## config.mk

```make
export PLATFORM = sky130hd
export DESIGN_NAME = fcm_top
export DESIGN_NICKNAME = d
export VERILOG_FILES = /design/src/hdl/fcm_pkg.sv /design/src/hdl/fcm_top.sv
export SDC_FILE = /design/constraint.sdc
export NUM_CORES = 2
export LEC_CHECK = 0
export BUFFER_PORTS_ARGS = -buffer_cell sky130_fd_sc_hd__buf_4
export CORE_ASPECT_RATIO = 0.6
export CORE_MARGIN = 1.5
export CORE_UTILIZATION = 45
export CTS_CLUSTER_SIZE = 40
export DETAILED_ROUTE_END_ITERATION = 8
export SYNTH_ARGS = -nofsm -noshare
export SYNTH_HDL_FRONTEND = slang
export SYNTH_SLANG_ARGS = --single-unit
```

## constraint.sdc

```tcl
create_clock -name SYS_CLK_I -period 14 [get_ports SYS_CLK_I]
set_clock_uncertainty 0.05 [all_clocks]
set_input_delay 2.8 -clock SYS_CLK_I [delete_from_list [all_inputs] [get_ports SYS_CLK_I]]
set_output_delay 2.8 -clock SYS_CLK_I [all_outputs]
set_load 0.005 [all_outputs]
```

## src/hdl/fcm_pkg.sv

```systemverilog
package fcm_pkg;
  // ----------------------------------------
  // Timing
  // ----------------------------------------
  localparam int CLK_NS         = 100;
  localparam int UD_STEP1_NS    = 100_000;
  localparam int UD_STEP2_NS    = 200_000;
  localparam int UD_STEP1_CYC   = UD_STEP1_NS / CLK_NS;
  localparam int UD_STEP2_CYC   = UD_STEP2_NS / CLK_NS;
  localparam int SLEEP_TICK_NS  = 100_000_000;
  localparam int SLEEP_TICK_CYC = SLEEP_TICK_NS / CLK_NS;
  // ----------------------------------------
  // Register byte offsets
  // ----------------------------------------
  localparam logic [7:0] A_OFFS  = 8'h00;
  localparam logic [7:0] A_MODE  = 8'h04;
  localparam logic [7:0] A_TERM  = 8'h08;
  localparam logic [7:0] A_TERM4 = 8'h0c;
  localparam logic [7:0] A_FLASH = 8'h10;
  localparam logic [7:0] A_BAND  = 8'h14;
  localparam logic [7:0] A_SLEEP = 8'h18;
  localparam logic [7:0] A_WAKE  = 8'h1c;
  localparam logic [7:0] A_LVL   = 8'h20;
  localparam logic [7:0] A_FBMB  = 8'h24;
  localparam logic [7:0] A_STAT  = 8'h28;
  localparam logic [7:0] A_OUT   = 8'h2c;
  // ----------------------------------------
  // Mode, sleep and level register fields
  // ----------------------------------------
  localparam int M_SRC  = 0;
  localparam int M_PID  = 8;
  localparam int M_FB   = 16;
  localparam int M_INV  = 24;
  localparam int M_MEM  = 25;
  localparam int M_CLR  = 26;
  localparam int M_AHD  = 27;
  localparam int M_DIR  = 28;
  localparam int SL_DLY = 12;
  localparam int LV_OFF = 10;
  localparam int LV_ON  = 20;
  // ----------------------------------------
  // Codes
  // ----------------------------------------
  localparam logic [7:0] FN_SET    = 8'h08;
  localparam logic [7:0] FN_PIDDIS = 8'h17;
  localparam logic [7:0] FN_UP     = 8'h1b;
  localparam logic [7:0] FN_DOWN   = 8'h1c;
  localparam logic [7:0] FN_UDC    = 8'h1d;
  localparam logic [7:0] FN_ADD    = 8'h32;
  localparam logic [7:0] SRC_TERM  = 8'h01;
  localparam logic [7:0] SRC_OPER  = 8'h02;
  localparam logic [7:0] PID_OFF   = 8'h00;
  localparam logic [7:0] PID_ON    = 8'h01;
  localparam logic [7:0] PID_INV   = 8'h02;
  localparam logic [7:0] FB_ANALOG = 8'h01;
  localparam logic [7:0] FB_MODBUS = 8'h02;
  localparam logic [7:0] FB_ARITH  = 8'h0a;
  // ----------------------------------------
  // Limits and reset values
  // ----------------------------------------
  localparam logic [15:0] FREQ_MAX   = 16'h9c40;
  localparam logic [31:0] RST_ZERO   = 32'h0000_0000;
  localparam logic [1:0]  RESP_OKAY  = 2'h0;
  localparam logic [1:0]  RESP_SLV   = 2'h2;
  typedef enum logic [1:0] {
    SL_RUN  = 2'b00,
    SL_WAIT = 2'b01,
    SL_OFF  = 2'b10,
    SL_WAKE = 2'b11
  } fcm_sleep_type;
endpackage

```

## src/hdl/fcm_top.sv

```systemverilog
`timescale 1ns/1ns
// What this block does
// [RQ1] While offset input is on, offset (max 400.00 Hz) combines with the command; the code uses all of offs[15:0] with no limit.
// [RQ2] Direction 00 adds the offset, 01 subtracts it.
// [RQ3] Any of five terminal selectors set to 50 becomes the offset trigger.
// [RQ4] Sign change from the offset reverses motor rotation.
// [RQ5] With PID active, offset goes to the PID target in 0.01 percent.
// [RQ6] Code 27 raises, code 28 lowers the frequency while held.
// [RQ7] Code 29 makes a terminal the adjust clear input.
// [RQ8] Raise and lower work with source 02, or source 01 with analog hold.
// [RQ9] Raise and lower ignored on other sources and never touch jogging.
// [RQ10] During raise or lower, code 08 input selects first or second ramp.
// [RQ11] Memory mode 01 keeps setting; mode 00 reverts on undervoltage.
// [RQ12] Clear on wipes the adjusted setting; clear release stores it.
// [RQ13] Clear mode 00 loads zero, 01 loads the power-on stored value.
// [RQ14] Far side must not toggle raise or lower after power is removed.
// [RQ15] PID field 00 off, 01 on, 02 on with negative result inverted.
// [RQ16] Code 23 input disables PID while held.
// [RQ17] Feedback from 01 analog, 02 serial register, 10 arithmetic result.
// [RQ18] Reverse action 01 inverts deviation polarity; 00 leaves it.
// [RQ19] PID output limited to target plus or minus band, 0.0 to 100.0 percent; the code limits only with PID field 01 and a nonzero band.
// [RQ20] Output below sleep threshold stops after delay up to 25.5 s.
// [RQ21] Sleep ends above wake threshold, never below sleep threshold.
// [RQ22] Deviation flag level plus feedback compare off and on levels.
module fcm_top
  import fcm_pkg::*;
#(
  parameter int SLEEP_TICK = SLEEP_TICK_CYC
)(
  input  wire logic               SYS_CLK_I,
  input  wire logic               RST_N_I,
  input  wire logic [7:0]         AXI_AWADDR_I,
  input  wire logic               AXI_AWVALID_I,
  output logic                    AXI_AWREADY_O,
  input  wire logic [31:0]        AXI_WDATA_I,
  input  wire logic [3:0]         AXI_WSTRB_I,
  input  wire logic               AXI_WVALID_I,
  output logic                    AXI_WREADY_O,
  output logic [1:0]              AXI_BRESP_O,
  output logic                    AXI_BVALID_O,
  input  wire logic               AXI_BREADY_I,
  input  wire logic [7:0]         AXI_ARADDR_I,
  input  wire logic               AXI_ARVALID_I,
  output logic                    AXI_ARREADY_O,
  output logic [31:0]             AXI_RDATA_O,
  output logic [1:0]              AXI_RRESP_O,
  output logic                    AXI_RVALID_O,
  input  wire logic               AXI_RREADY_I,
  input  wire logic [4:0]         TERM_I,
  input  wire logic signed [17:0] FREQ_CMD_I,
  input  wire logic               JOG_I,
  input  wire logic               UNDERVOLT_I,
  input  wire logic [15:0]        PID_TARGET_I,
  input  wire logic signed [17:0] PID_RESULT_I,
  input  wire logic [15:0]        FB_ANALOG_I,
  input  wire logic [15:0]        FB_ARITH_I,
  output logic [16:0]             FREQ_O,
  output logic                    REVERSE_O,
  output logic                    RAMP2_O,
  output logic                    UD_ACTIVE_O,
  output logic                    SLEEP_O,
  output logic                    DEV_FLAG_O,
  output logic                    FBV_FLAG_O,
  output logic                    PID_ACTIVE_O
);
  // ----------------------------------------
  // Reset release
  // ----------------------------------------
  logic [1:0] rst_sync;
  logic       rst_n;
  always_ff @(posedge SYS_CLK_I or negedge RST_N_I)
    if (!RST_N_I)
      rst_sync <= 2'h0;
    else
      rst_sync <= {rst_sync[0], 1'b1};
  assign rst_n = rst_sync[1];

  // ----------------------------------------
  // Registers and bus slave
  // ----------------------------------------
  logic [31:0] offs, mode, term, term4, flash, band, slp, wake, lvl, fbmb;
  logic [7:0]  awaddr, araddr;
  logic [31:0] wdata, rdata;
  logic [3:0]  wstrb;
  logic        aw_ok, w_ok, wr_go, store_ev;
  logic [15:0] adj;
  logic [31:0] stat, outw;

  function automatic logic [31:0] merge(input logic [31:0] o, input logic [31:0] d, input logic [3:0] s);
    for (int b = 0; b < 4; b++)
      if (s[b])
        o[8*b +: 8] = d[8*b +: 8];
    return o;
  endfunction

  assign wr_go = aw_ok && w_ok && !AXI_BVALID_O;

  always_ff @(posedge SYS_CLK_I or negedge rst_n)
    if (!rst_n)
    begin
      aw_ok <= 1'b0;
      w_ok <= 1'b0;
      AXI_AWREADY_O <= 1'b1;
      AXI_WREADY_O <= 1'b1;
      awaddr <= 8'h00;
      wdata <= RST_ZERO;
      wstrb <= 4'h0;
      AXI_BVALID_O <= 1'b0;
      AXI_BRESP_O <= RESP_OKAY;
    end
    else
    begin
      if (AXI_AWVALID_I && AXI_AWREADY_O)
      begin
        aw_ok <= 1'b1;
        AXI_AWREADY_O <= 1'b0;
        awaddr <= AXI_AWADDR_I;
      end
      if (AXI_WVALID_I && AXI_WREADY_O)
      begin
        w_ok <= 1'b1;
        AXI_WREADY_O <= 1'b0;
        wdata <= AXI_WDATA_I;
        wstrb <= AXI_WSTRB_I;
      end
      if (wr_go)
      begin
        aw_ok <= 1'b0;
        w_ok <= 1'b0;
        AXI_AWREADY_O <= 1'b1;
        AXI_WREADY_O <= 1'b1;
        AXI_BVALID_O <= 1'b1;
        AXI_BRESP_O <= (awaddr[7:2] > A_FBMB[7:2] || awaddr[1:0] != 2'h0) ? RESP_SLV : RESP_OKAY;
      end
      else if (AXI_BREADY_I)
        AXI_BVALID_O <= 1'b0;
    end

  always_ff @(posedge SYS_CLK_I or negedge rst_n)
    if (!rst_n)
    begin
      offs <= RST_ZERO;
      mode <= RST_ZERO;
      term <= RST_ZERO;
      term4 <= RST_ZERO;
      band <= RST_ZERO;
      slp <= RST_ZERO;
      wake <= RST_ZERO;
      lvl <= RST_ZERO;
      fbmb <= RST_ZERO;
    end
    else if (wr_go)
      case (awaddr)
        A_OFFS:  offs  <= merge(offs, wdata, wstrb);
        A_MODE:  mode  <= merge(mode, wdata, wstrb);
        A_TERM:  term  <= merge(term, wdata, wstrb);
        A_TERM4: term4 <= merge(term4, wdata, wstrb);
        A_BAND:  band  <= merge(band, wdata, wstrb);
        A_SLEEP: slp   <= merge(slp, wdata, wstrb);
        A_WAKE:  wake  <= merge(wake, wdata, wstrb);
        A_LVL:   lvl   <= merge(lvl, wdata, wstrb);
        A_FBMB:  fbmb  <= merge(fbmb, wdata, wstrb);
        default: ;
      endcase

  // Stored setting: software loads it, a clear release overwrites it
  always_ff @(posedge SYS_CLK_I or negedge rst_n)
    if (!rst_n)
      flash <= RST_ZERO;
    else if (store_ev)
      flash <= {16'h0000, adj}; // RQ12
    else if (wr_go && awaddr == A_FLASH)
      flash <= merge(flash, wdata, wstrb);

  always_comb
  begin
    case (araddr)
      A_OFFS:  rdata = offs;
      A_MODE:  rdata = mode;
      A_TERM:  rdata = term;
      A_TERM4: rdata = term4;
      A_FLASH: rdata = flash;
      A_BAND:  rdata = band;
      A_SLEEP: rdata = slp;
      A_WAKE:  rdata = wake;
      A_LVL:   rdata = lvl;
      A_FBMB:  rdata = fbmb;
      A_STAT:  rdata = stat;
      A_OUT:   rdata = outw;
      default: rdata = RST_ZERO;
    endcase
  end

  always_ff @(posedge SYS_CLK_I or negedge rst_n)
    if (!rst_n)
    begin
      araddr <= 8'h00;
      AXI_ARREADY_O <= 1'b1;
      AXI_RVALID_O <= 1'b0;
      AXI_RDATA_O <= RST_ZERO;
      AXI_RRESP_O <= RESP_OKAY;
    end
    else if (AXI_ARVALID_I && AXI_ARREADY_O)
    begin
      araddr <= AXI_ARADDR_I;
      AXI_ARREADY_O <= 1'b0;
    end
    else if (!AXI_ARREADY_O && !AXI_RVALID_O)
    begin
      AXI_RVALID_O <= 1'b1;
      AXI_RDATA_O <= rdata;
      AXI_RRESP_O <= (araddr[7:2] > A_OUT[7:2] || araddr[1:0] != 2'h0) ? RESP_SLV : RESP_OKAY;
    end
    else if (AXI_RVALID_O && AXI_RREADY_I)
    begin
      AXI_RVALID_O <= 1'b0;
      AXI_ARREADY_O <= 1'b1;
    end

  // ----------------------------------------
  // Terminal function decode
  // ----------------------------------------
  logic [39:0] tsel;
  logic [4:0]  t_add, t_up, t_dn, t_udc, t_set, t_pdis;
  assign tsel = {term4[7:0], term};
  for (genvar t = 0; t < 5; t++)
  begin : g_term
    assign t_add[t]  = TERM_I[t] && tsel[8*t +: 8] == FN_ADD;    // RQ3
    assign t_up[t]   = TERM_I[t] && tsel[8*t +: 8] == FN_UP;     // RQ6
    assign t_dn[t]   = TERM_I[t] && tsel[8*t +: 8] == FN_DOWN;   // RQ6
    assign t_udc[t]  = TERM_I[t] && tsel[8*t +: 8] == FN_UDC;    // RQ7
    assign t_set[t]  = TERM_I[t] && tsel[8*t +: 8] == FN_SET;    // RQ10
    assign t_pdis[t] = TERM_I[t] && tsel[8*t +: 8] == FN_PIDDIS; // RQ16
  end

  logic add_on, up_on, dn_on, udc_on, set_on, pid_act, ud_eff, udc_q;
  logic [7:0] src, pidm, fbs;
  assign add_on = |t_add;
  assign up_on  = |t_up;
  assign dn_on  = |t_dn;
  assign udc_on = |t_udc;
  assign set_on = |t_set;
  assign src  = mode[M_SRC +: 8];
  assign pidm = mode[M_PID +: 8];
  assign fbs  = mode[M_FB +: 8];
  assign pid_act = (pidm == PID_ON || pidm == PID_INV) && !(|t_pdis); // RQ15 RQ16
  assign ud_eff = !JOG_I && (src == SRC_OPER || (src == SRC_TERM && mode[M_AHD])); // RQ8 RQ9

  // ----------------------------------------
  // Remote raise and lower
  // ----------------------------------------
  logic [10:0] step_cnt;
  logic [10:0] step_lim;
  assign step_lim = set_on ? 11'(UD_STEP2_CYC - 1) : 11'(UD_STEP1_CYC - 1); // RQ10
  assign store_ev = udc_q && !udc_on;

  always_ff @(posedge SYS_CLK_I or negedge rst_n)
    if (!rst_n)
    begin
      adj <= 16'h0000;
      udc_q <= 1'b0;
      step_cnt <= 11'h000;
    end
    else
    begin
      udc_q <= udc_on;
      if (udc_on)
        adj <= mode[M_CLR] ? flash[15:0] : 16'h0000; // RQ12 RQ13
      else if (UNDERVOLT_I && !mode[M_MEM])
        adj <= flash[15:0]; // RQ11
      else if (ud_eff && (up_on ^ dn_on))
      begin
        if (step_cnt >= step_lim)
        begin
          step_cnt <= 11'h000;
          if (up_on && adj < FREQ_MAX)
            adj <= adj + 16'h0001; // RQ6
          else if (dn_on && adj != 16'h0000)
            adj <= adj - 16'h0001; // RQ6
        end
        else
          step_cnt <= step_cnt + 11'h001;
      end
      else
        step_cnt <= 11'h000;
    end

  // ----------------------------------------
  // Offset, PID target and limit
  // ----------------------------------------
  logic signed [18:0] base, sum, tgt, dev, res, lim, bw;
  logic [15:0] fb;
  always_comb
  begin
    base = ud_eff ? 19'(signed'({1'b0, adj})) : 19'(FREQ_CMD_I);
    if (!add_on || pid_act)
      sum = base; // RQ1
    else if (mode[M_DIR])
      sum = base - 19'(signed'({1'b0, offs[15:0]})); // RQ2
    else
      sum = base + 19'(signed'({1'b0, offs[15:0]})); // RQ2
    tgt = 19'(signed'({1'b0, PID_TARGET_I}));
    if (add_on && pid_act)
      tgt = mode[M_DIR] ? tgt - 19'(signed'({1'b0, offs[15:0]})) : tgt + 19'(signed'({1'b0, offs[15:0]})); // RQ5
    case (fbs)
      FB_ANALOG: fb = FB_ANALOG_I; // RQ17
      FB_MODBUS: fb = fbmb[15:0];  // RQ17
      FB_ARITH:  fb = FB_ARITH_I;  // RQ17
      default:   fb = 16'h0000;
    endcase
    dev = tgt - 19'(signed'({1'b0, fb}));
    if (mode[M_INV])
      dev = -dev; // RQ18
    bw = 19'(signed'({1'b0, band[9:0], 3'h0})) + 19'(signed'({1'b0, band[9:0], 1'b0}));
    res = 19'(PID_RESULT_I);
    if (res < 0)
      res = (pidm == PID_INV) ? -res : 19'sh0; // RQ15
    lim = res;
    if (pidm != PID_INV && bw != 0)
    begin
      if (res > tgt + bw)
        lim = tgt + bw; // RQ19
      else if (res < tgt - bw)
        lim = tgt - bw; // RQ19
    end
    if (lim < 0)
      lim = 19'sh0;
  end

  logic [18:0] mag;
  logic        neg;
  assign neg = !pid_act && sum < 0; // RQ4
  assign mag = pid_act ? 19'(lim <<< 2) : (neg ? 19'(-sum) : 19'(sum));

  // ----------------------------------------
  // Sleep control
  // ----------------------------------------
  fcm_sleep_type sl, next_sl;
  logic [31:0] tick;
  logic [7:0]  ticks;
  logic [18:0] sl_thr, wk_thr;
  logic        tdone;
  assign sl_thr = 19'({slp[11:0], 3'h0}) + 19'({slp[11:0], 1'b0});
  assign wk_thr = (19'(wake[15:0]) > sl_thr) ? 19'(wake[15:0]) : sl_thr; // RQ21
  assign tdone = ticks >= slp[SL_DLY +: 8];

  always_comb
  begin
    next_sl = sl;
    case (sl)
      SL_RUN:  if (mag < sl_thr) next_sl = SL_WAIT;
      SL_WAIT: if (mag >= sl_thr) next_sl = SL_RUN; else if (tdone) next_sl = SL_OFF; // RQ20
      SL_OFF:  if (mag > wk_thr) next_sl = SL_WAKE;
      SL_WAKE: if (mag <= wk_thr) next_sl = SL_OFF; else if (tdone) next_sl = SL_RUN; // RQ21
      default: next_sl = SL_RUN;
    endcase
  end

  // Delay counted in 0.1 s ticks so the long count stays a parameter
  always_ff @(posedge SYS_CLK_I or negedge rst_n)
    if (!rst_n)
    begin
      sl <= SL_RUN;
      tick <= RST_ZERO;
      ticks <= 8'h00;
    end
    else
    begin
      sl <= next_sl;
      if (next_sl != sl || sl == SL_RUN || sl == SL_OFF)
      begin
        tick <= RST_ZERO;
        ticks <= 8'h00;
      end
      else if (tick >= 32'(SLEEP_TICK - 1))
      begin
        tick <= RST_ZERO;
        ticks <= ticks + 8'h01;
      end
      else
        tick <= tick + 32'h0000_0001;
    end

  // ----------------------------------------
  // Flags and outputs
  // ----------------------------------------
  logic [18:0] adev, dlv, fon, foff;
  assign adev = dev < 0 ? 19'(-dev) : 19'(dev);
  assign dlv  = 19'({lvl[9:0], 3'h0}) + 19'({lvl[9:0], 1'b0});
  assign foff = 19'({lvl[LV_OFF +: 10], 3'h0}) + 19'({lvl[LV_OFF +: 10], 1'b0});
  assign fon  = 19'({lvl[LV_ON +: 10], 3'h0}) + 19'({lvl[LV_ON +: 10], 1'b0});
  assign stat = {24'h000000, dev < 0, pid_act, RAMP2_O, FBV_FLAG_O, DEV_FLAG_O, SLEEP_O, REVERSE_O, UD_ACTIVE_O}; // RQ18
  assign outw = {15'h0000, FREQ_O};

  always_ff @(posedge SYS_CLK_I or negedge rst_n)
    if (!rst_n)
    begin
      FREQ_O <= 17'h00000;
      REVERSE_O <= 1'b0;
      RAMP2_O <= 1'b0;
      UD_ACTIVE_O <= 1'b0;
      SLEEP_O <= 1'b0;
      DEV_FLAG_O <= 1'b0;
      FBV_FLAG_O <= 1'b0;
      PID_ACTIVE_O <= 1'b0;
    end
    else
    begin
      FREQ_O <= (sl == SL_OFF || sl == SL_WAKE) ? 17'h00000 : mag[16:0]; // RQ20
      REVERSE_O <= neg; // RQ4
      UD_ACTIVE_O <= ud_eff && (up_on ^ dn_on);
      RAMP2_O <= set_on; // RQ10
      SLEEP_O <= sl == SL_OFF || sl == SL_WAKE;
      PID_ACTIVE_O <= pid_act;
      DEV_FLAG_O <= pid_act && adev > dlv; // RQ22
      if (19'(fb) > fon)
        FBV_FLAG_O <= 1'b1; // RQ22
      else if (19'(fb) < foff)
        FBV_FLAG_O <= 1'b0; // RQ22
    end
endmodule

```

After elaboration in Yosys (flattened, before gate mapping)
Index checks and enable logic that the tools add are counted.

Register bits: 511. Input port bits: 150. Output and inout bits: 65. Word-level logic and storage cells: 382.

Add/sub/neg operators: 21. $lt $le $gt $ge: 20. Equal/unequal tests: 63. Multiplexer cells: 65. Bitwise gates (word level): 4. Reduce and logical (&&, ||, !) cells: 140.

Operators with widths (count): 32-bit case mux with 12 select lines (1); 19-bit 2-to-1 mux (14); 8-bit by 5-bit equality test with 1-bit output, second input constant (28); 16-bit 2-to-1 mux (8); 32-bit 2-to-1 mux (4); 3-bit AND reduction (37); 8-bit by 6-bit equality test with 1-bit output, second input constant (11); 8-bit by 4-bit equality test with 1-bit output, second input constant (10); 19-bit by 1-bit < comparator with 1-bit output, second input constant (3); 19-bit negator (3); 13-bit by 11-bit adder with 14-bit output (4); 1-bit logical AND (50); 8-bit 2-to-1 mux (6); 16-bit case mux with 3 select lines (1); 19-bit by 17-bit subtractor with 19-bit output (2); 17-bit 2-to-1 mux (2); 11-bit 2-to-1 mux (3); 32-bit by 1-bit adder with 32-bit output, second input constant (1); 32-bit by 20-bit >= comparator with 1-bit output, second input constant (1); 32-bit nonzero test (1); 5-bit OR reduction (6); 2-bit nonzero test (14); 8-bit by 1-bit equality test with 1-bit output, second input constant (3); 8-bit by 2-bit equality test with 1-bit output, second input constant (3); 45 further kinds (97).

Longest topological paths before layout
Depth after elaboration: 22. Gate-level depth with buffers: 51. Mapped depth without buffers: 48.

Worst setup path after synthesis
OpenSTA, ideal clock, no wires.

Kind: input port to flip-flop. Start point: input TERM_I[2]. End point: register tick[11]. Setup time: 74 ps. Data arrival time: 11394 ps. Data required time: 13876 ps. Path slack: 2482 ps. Stages: 44. Path buffers: 5. Cell sequence: or3b_1 > or4_4 > nand3_2 > inv_2 > buf_4 > nand2_2 > clkbuf_1 > o21ai_0 > ha_1 > clkbuf_1 > nand2b_1 > a21oi_1 > o21a_1 > o311a_1 > o31ai_1 > nand4b_1 > a21oi_1 > a21oi_1 > [... 8 more ...] > or2_2 > and3_1 > a22o_1 > ha_1 > nor2b_1 > o21a_1 > o21a_1 > o21ai_0 > nand2b_1 > a21oi_1 > o21ai_0 > a221oi_1 > o21ai_0 > nor3b_1 > o21ai_1 > buf_2 > buf_6 > a21oi_2.

Cells in the longest elaborated chain, start to end: 21. Elaborated cells on any way between the ends: 39. Classes of those cells: 3 x add/sub; 8 x order compare; 1 x eq/ne; 14 x mux; 13 x reduce/logical.

RTL lines: from (decl) (line fcm_top.sv:49) `input wire logic [4:0] TERM_I,`; 1-bit logical AND (line fcm_top.sv:233) `assign t_pdis[t] = TERM_I[t] && tsel[8*t +: 8] == FN_PIDDIS;`; 5-bit OR reduction (line fcm_top.sv:246) `assign pid_act = (pidm == PID_ON || pidm == PID_INV) && !(|t_pdis);`; 1-bit logical NOT (line fcm_top.sv:246); 1-bit logical AND (line fcm_top.sv:246); 1-bit logical AND (line fcm_top.sv:303) `if (add_on && pid_act)`; 19-bit 2-to-1 mux (line fcm_top.sv:303); 19-bit by 15-bit subtractor with 19-bit output (line fcm_top.sv:323, fcm_top.sv:324); 19-bit < comparator (line fcm_top.sv:323) `else if (res < tgt - bw)`; [... 4 more ...]; 17-bit 2-to-1 mux (line fcm_top.sv:326) `if (lim < 0)`; 19-bit 2-to-1 mux * (line fcm_top.sv:333) `assign mag = pid_act ? 19'(lim <<< 2) : (neg ? 19'(-sum) : 19'(sum));`; 19-bit by 16-bit <= comparator with 1-bit output, or another cell as far along (line fcm_top.sv:354) `SL_WAKE: if (mag <= wk_thr) next_sl = SL_OFF; else if (tdone) next_sl = SL_RUN;`; 2-bit 2-to-1 mux, on equally long branches; 2-bit case mux with 4 select lines * (line fcm_top.sv:350) `case (sl)`; 2-bit != test * (line fcm_top.sv:370) `if (next_sl != sl || sl == SL_RUN || sl == SL_OFF)`; 1-bit logical OR * (2 in a row) (line fcm_top.sv:370); 32-bit 2-to-1 mux * (line fcm_top.sv:370); to (signal assigned) (line fcm_top.sv:381) `tick <= tick + 32'h0000_0001;`; to (decl) (line fcm_top.sv:339) `logic [31:0] tick;`.

Every way passes the cells marked *; elsewhere a longest branch is shown, timed or not. A chain may end at the register's enable or synchronous reset.

Final worst setup path
Start point: input TERM_I[2]. End point: register sl[0].

Cells in the longest elaborated chain, start to end: 17. Elaborated cells on any way between the ends: 35. Classes of those cells: 3 x add/sub; 8 x order compare; 13 x mux; 11 x reduce/logical.

RTL lines: 1-bit logical AND (line fcm_top.sv:233); 5-bit OR reduction (line fcm_top.sv:246); 1-bit logical NOT (line fcm_top.sv:246); 1-bit logical AND (line fcm_top.sv:246); 1-bit logical AND (line fcm_top.sv:303); 19-bit 2-to-1 mux (line fcm_top.sv:303); 19-bit by 15-bit subtractor with 19-bit output (line fcm_top.sv:323, fcm_top.sv:324); 19-bit < comparator (line fcm_top.sv:323); [... 2 more ...]; 19-bit 2-to-1 mux (line fcm_top.sv:319) `if (pidm != PID_INV && bw != 0)`; 19-bit by 1-bit < comparator with 1-bit output (line fcm_top.sv:326); 17-bit 2-to-1 mux (line fcm_top.sv:326); 19-bit 2-to-1 mux * (line fcm_top.sv:333); 19-bit by 16-bit <= comparator with 1-bit output, or another cell as far along (line fcm_top.sv:354); 2-bit 2-to-1 mux, on equally long branches; 2-bit case mux with 4 select lines * (line fcm_top.sv:350); via next_sl[0] (line fcm_top.sv:338) `fcm_sleep_type sl, next_sl;`; to (signal assigned) (line fcm_top.sv:369) `sl <= next_sl;`; to (decl) (line fcm_top.sv:338).

Mark *: on every way through the listed nets, which the timed path passes. The rest lies on a longest branch.

==> out/summary.txt <==
remaining routing DRC violations: 0
Layout area overhead: 11.7%
Worst-Skew Late Latency: 0.61 ns
most frequent cells in the layout: dfrtp_1, mux2_2, nand2_1
first drt pass iteration count: 7
power per cell area: 144 mW/mm2
vias in the first global route: 29159
CTS Buffer Depth: 3
Post-CTS Resized: 0
share of cells above drive strength 1: 19.0%
final setup vio count: 0
Leak: 18.6 nW
CTS clk-pin slew, worst paths: 0.08 ns
Worst setup EP type: register
kind of critical path: input pin to register
Slowest cell on crit path: o21ai_0
most frequent standard cell in the layout excluding fill and tap cells: dfrtp_1
worst hold-check path type: register to asynchronous set/reset pin
CP max stage delay: 1.13 ns
RR Startpoint: mode[11]
Tightest Pin Transition: 1.31 ns
Avg Cell Area, Syn: 9.47 um2
WP data required: 14.40 ns
initial antenna violation count: 9
area leader, netlist: dfrtp_1
critical path fanouts, max: 29
crit start category: input pin
max cap viols: 0
Post-DRT Antenna Nets: 0
Via density: 6.25
r2r setup slk: 1.83 ns
post-synthesis sequential area ratio: 34.9%
die footprint: 0.0828 mm2
area fraction of the dominant cell type after synthesis: 34.7%
drt initial violations: 4086
RSZ-0062 raised after global routing: false
first-pass GRT wire length: 198000 um
PortBufs: 212
Wirelength per Cell: 26.5 um
# clock sinks: 509
Max Fclk: 74.9 MHz
Post-CTS Setup Inserts: 0
post-layout min period: 13.36 ns
Synth cell types: 105
core area: 0.0799 mm2
WP data arrival: 13.75 ns
Power Total: 5.88 mW
TNS Setup: 0 ns
Routability Congestion: 1.01
Final WS setup: 0.644 ns
H-tree levels: 2
FF+latch count, synth: 509
Clk Tree Root Cell: clkbuf_16
Ys Warns: 0
DP HPWL: 105000 um
grt total ovfl: 0
DR vias: 31905
largest cells by area after synthesis: dfrtp_1, mux2_2, ha_1, a21oi_1, xnor2_1
max_slew headroom: 11.6%
Post-synth EDFFs: 0
Worst Setup SP: TERM_I[2]
CTS Buf Count: 46
Mapped Area: 0.0365 mm2
Synth Instances: 3851
CTS tree: yes
gr usage total: 31.9%
status: completed
Post-synth ARST share: 100%
Die Span X: 371 um
initial core utilization: 45.7%
worst-case vdd ir drop: 0.198 mV
final period utilization: 95.4%
pre-CTS setup slack: 0.501 ns
Fin. Hold Viols: 0
Post-synth top flop: dfrtp_1
Layout Nets: 4447
largest net degree at the start of global routing: 174
final WL: 135000 um
Hold Buf Count CTS: 0
Row Count: 80
Die H: 224 um
WHS: 0.288 ns
Fill cells: 7558
Slew Limit Fails: 0
IO Pins: 215
==> critical path: cells and delay by family <==
family                   cells  cell delay (ns)
AND/OR/NAND/NOR             11             3.40
AO/OA/AOI/OAI               19             5.44
adder cells (fa/ha/maj)      3             1.08
buffers and inverters        4             0.88
XOR/XNOR                     1             0.15
==> cells by family (layout without fill, tap and decap cells) <==
kind of cell,Yosys count,in the layout,synth area share (%)
simple gates,1064,1064,14.8
other cells,2,20,0.0206
fa+ha+maj,300,300,10.5
xor+xnor,192,192,4.61
buf+inv,348,514,3.72
compound gates,1030,1030,19.1
flops,509,509,34.9
mux,406,406,12.3
==> power by group <==
part           internal, mW  leakage, nW  switching, mW  total, mW
Clock                 0.728        0.753          0.612       1.34
Sequential             1.70         6.60          0.550       2.25
Combinational         0.927         11.3           1.37       2.30
==> cell usage after synthesis (26+ instances only) <==
| library cell | number |
|---|---|
| nor2_1 | 244 |
| nor2b_1 | 51 |
| o31ai_1 | 30 |
| o22ai_1 | 26 |
| nand2b_1 | 47 |
| ha_1 | 288 |
| nor3_1 | 51 |
| mux2i_1 | 58 |
| a221oi_1 | 50 |
| o21ai_0 | 196 |
| a21o_1 | 57 |
| dfrtp_1 | 506 |
| clkbuf_1 | 155 |
| xnor2_1 | 127 |
| a21oi_1 | 234 |
| or3_1 | 26 |
| nand4_1 | 74 |
| a31oi_1 | 28 |
| a22o_1 | 74 |
| o21a_1 | 51 |
| o21bai_1 | 35 |
| nand2_1 | 291 |
| mux2_2 | 348 |
| nand3_1 | 80 |
| inv_1 | 165 |
| xor2_1 | 65 |
| and2_1 | 32 |
| and3_1 | 28 |
| a22oi_1 | 91 |
| nor4_1 | 27 |
==> area by class of cell <==
type                       instances  area, um2  share of cell area [%]
sequential                       509      12700                    31.3
antenna                            3       7.51                  0.0184
clock inverter                    14        191                   0.470
multi-input combinational       3009      22500                    55.2
clock buffer                      69       1350                    3.31
inverter                         169        634                    1.56
timing repair buffer             262       1980                    4.86
tap                             1066       1330                    3.27
==> final timing paths <==
kind / end / depth (start not counted)
max in group asynchronous: term[30] / 2
min: awaddr[2] / 0
min reg2reg: awaddr[2] / 0
max reg2reg: sl[0] / 42
max: sl[0] / 38
min in group SYS_CLK_I: rst_sync[1] / 0
==> layer usage <==
layer,wire length [um],global-route usage (%),vias up
met5,43,0,-
met1,66400,51.8,15723
met2,49900,40.2,1527
met3,16900,10.5,128
met4,1970,4.92,8
li1,-,-,14519
==> per-stage QoR <==
step           std cells  instance area (um2)  util [%]
6_report            5101                40800      51.0
4_1_cts             5098                40700      51.0
3_5_place_dp        5015                39200      49.1
2_1_floorplan       3866                36500         -
5_1_grt             5100                40800      51.0
3_3_place_gp        5015                39200      49.1
==> sequential cells by signal, summed over array words and instances (netlist names), 4 cells and up <==
name / cells
AXI_RDATA_O: 32
band: 32
fbmb: 32
flash: 32
lvl: 32
mode: 32
offs: 32
slp: 32
term4: 32
term: 32
tick: 32
wake: 32
wdata: 32
FREQ_O: 17
adj: 16
step_cnt: 11
araddr: 8
awaddr: 8
ticks: 8
wstrb: 4
No activity file was read; power rests on OpenSTA's default activity.
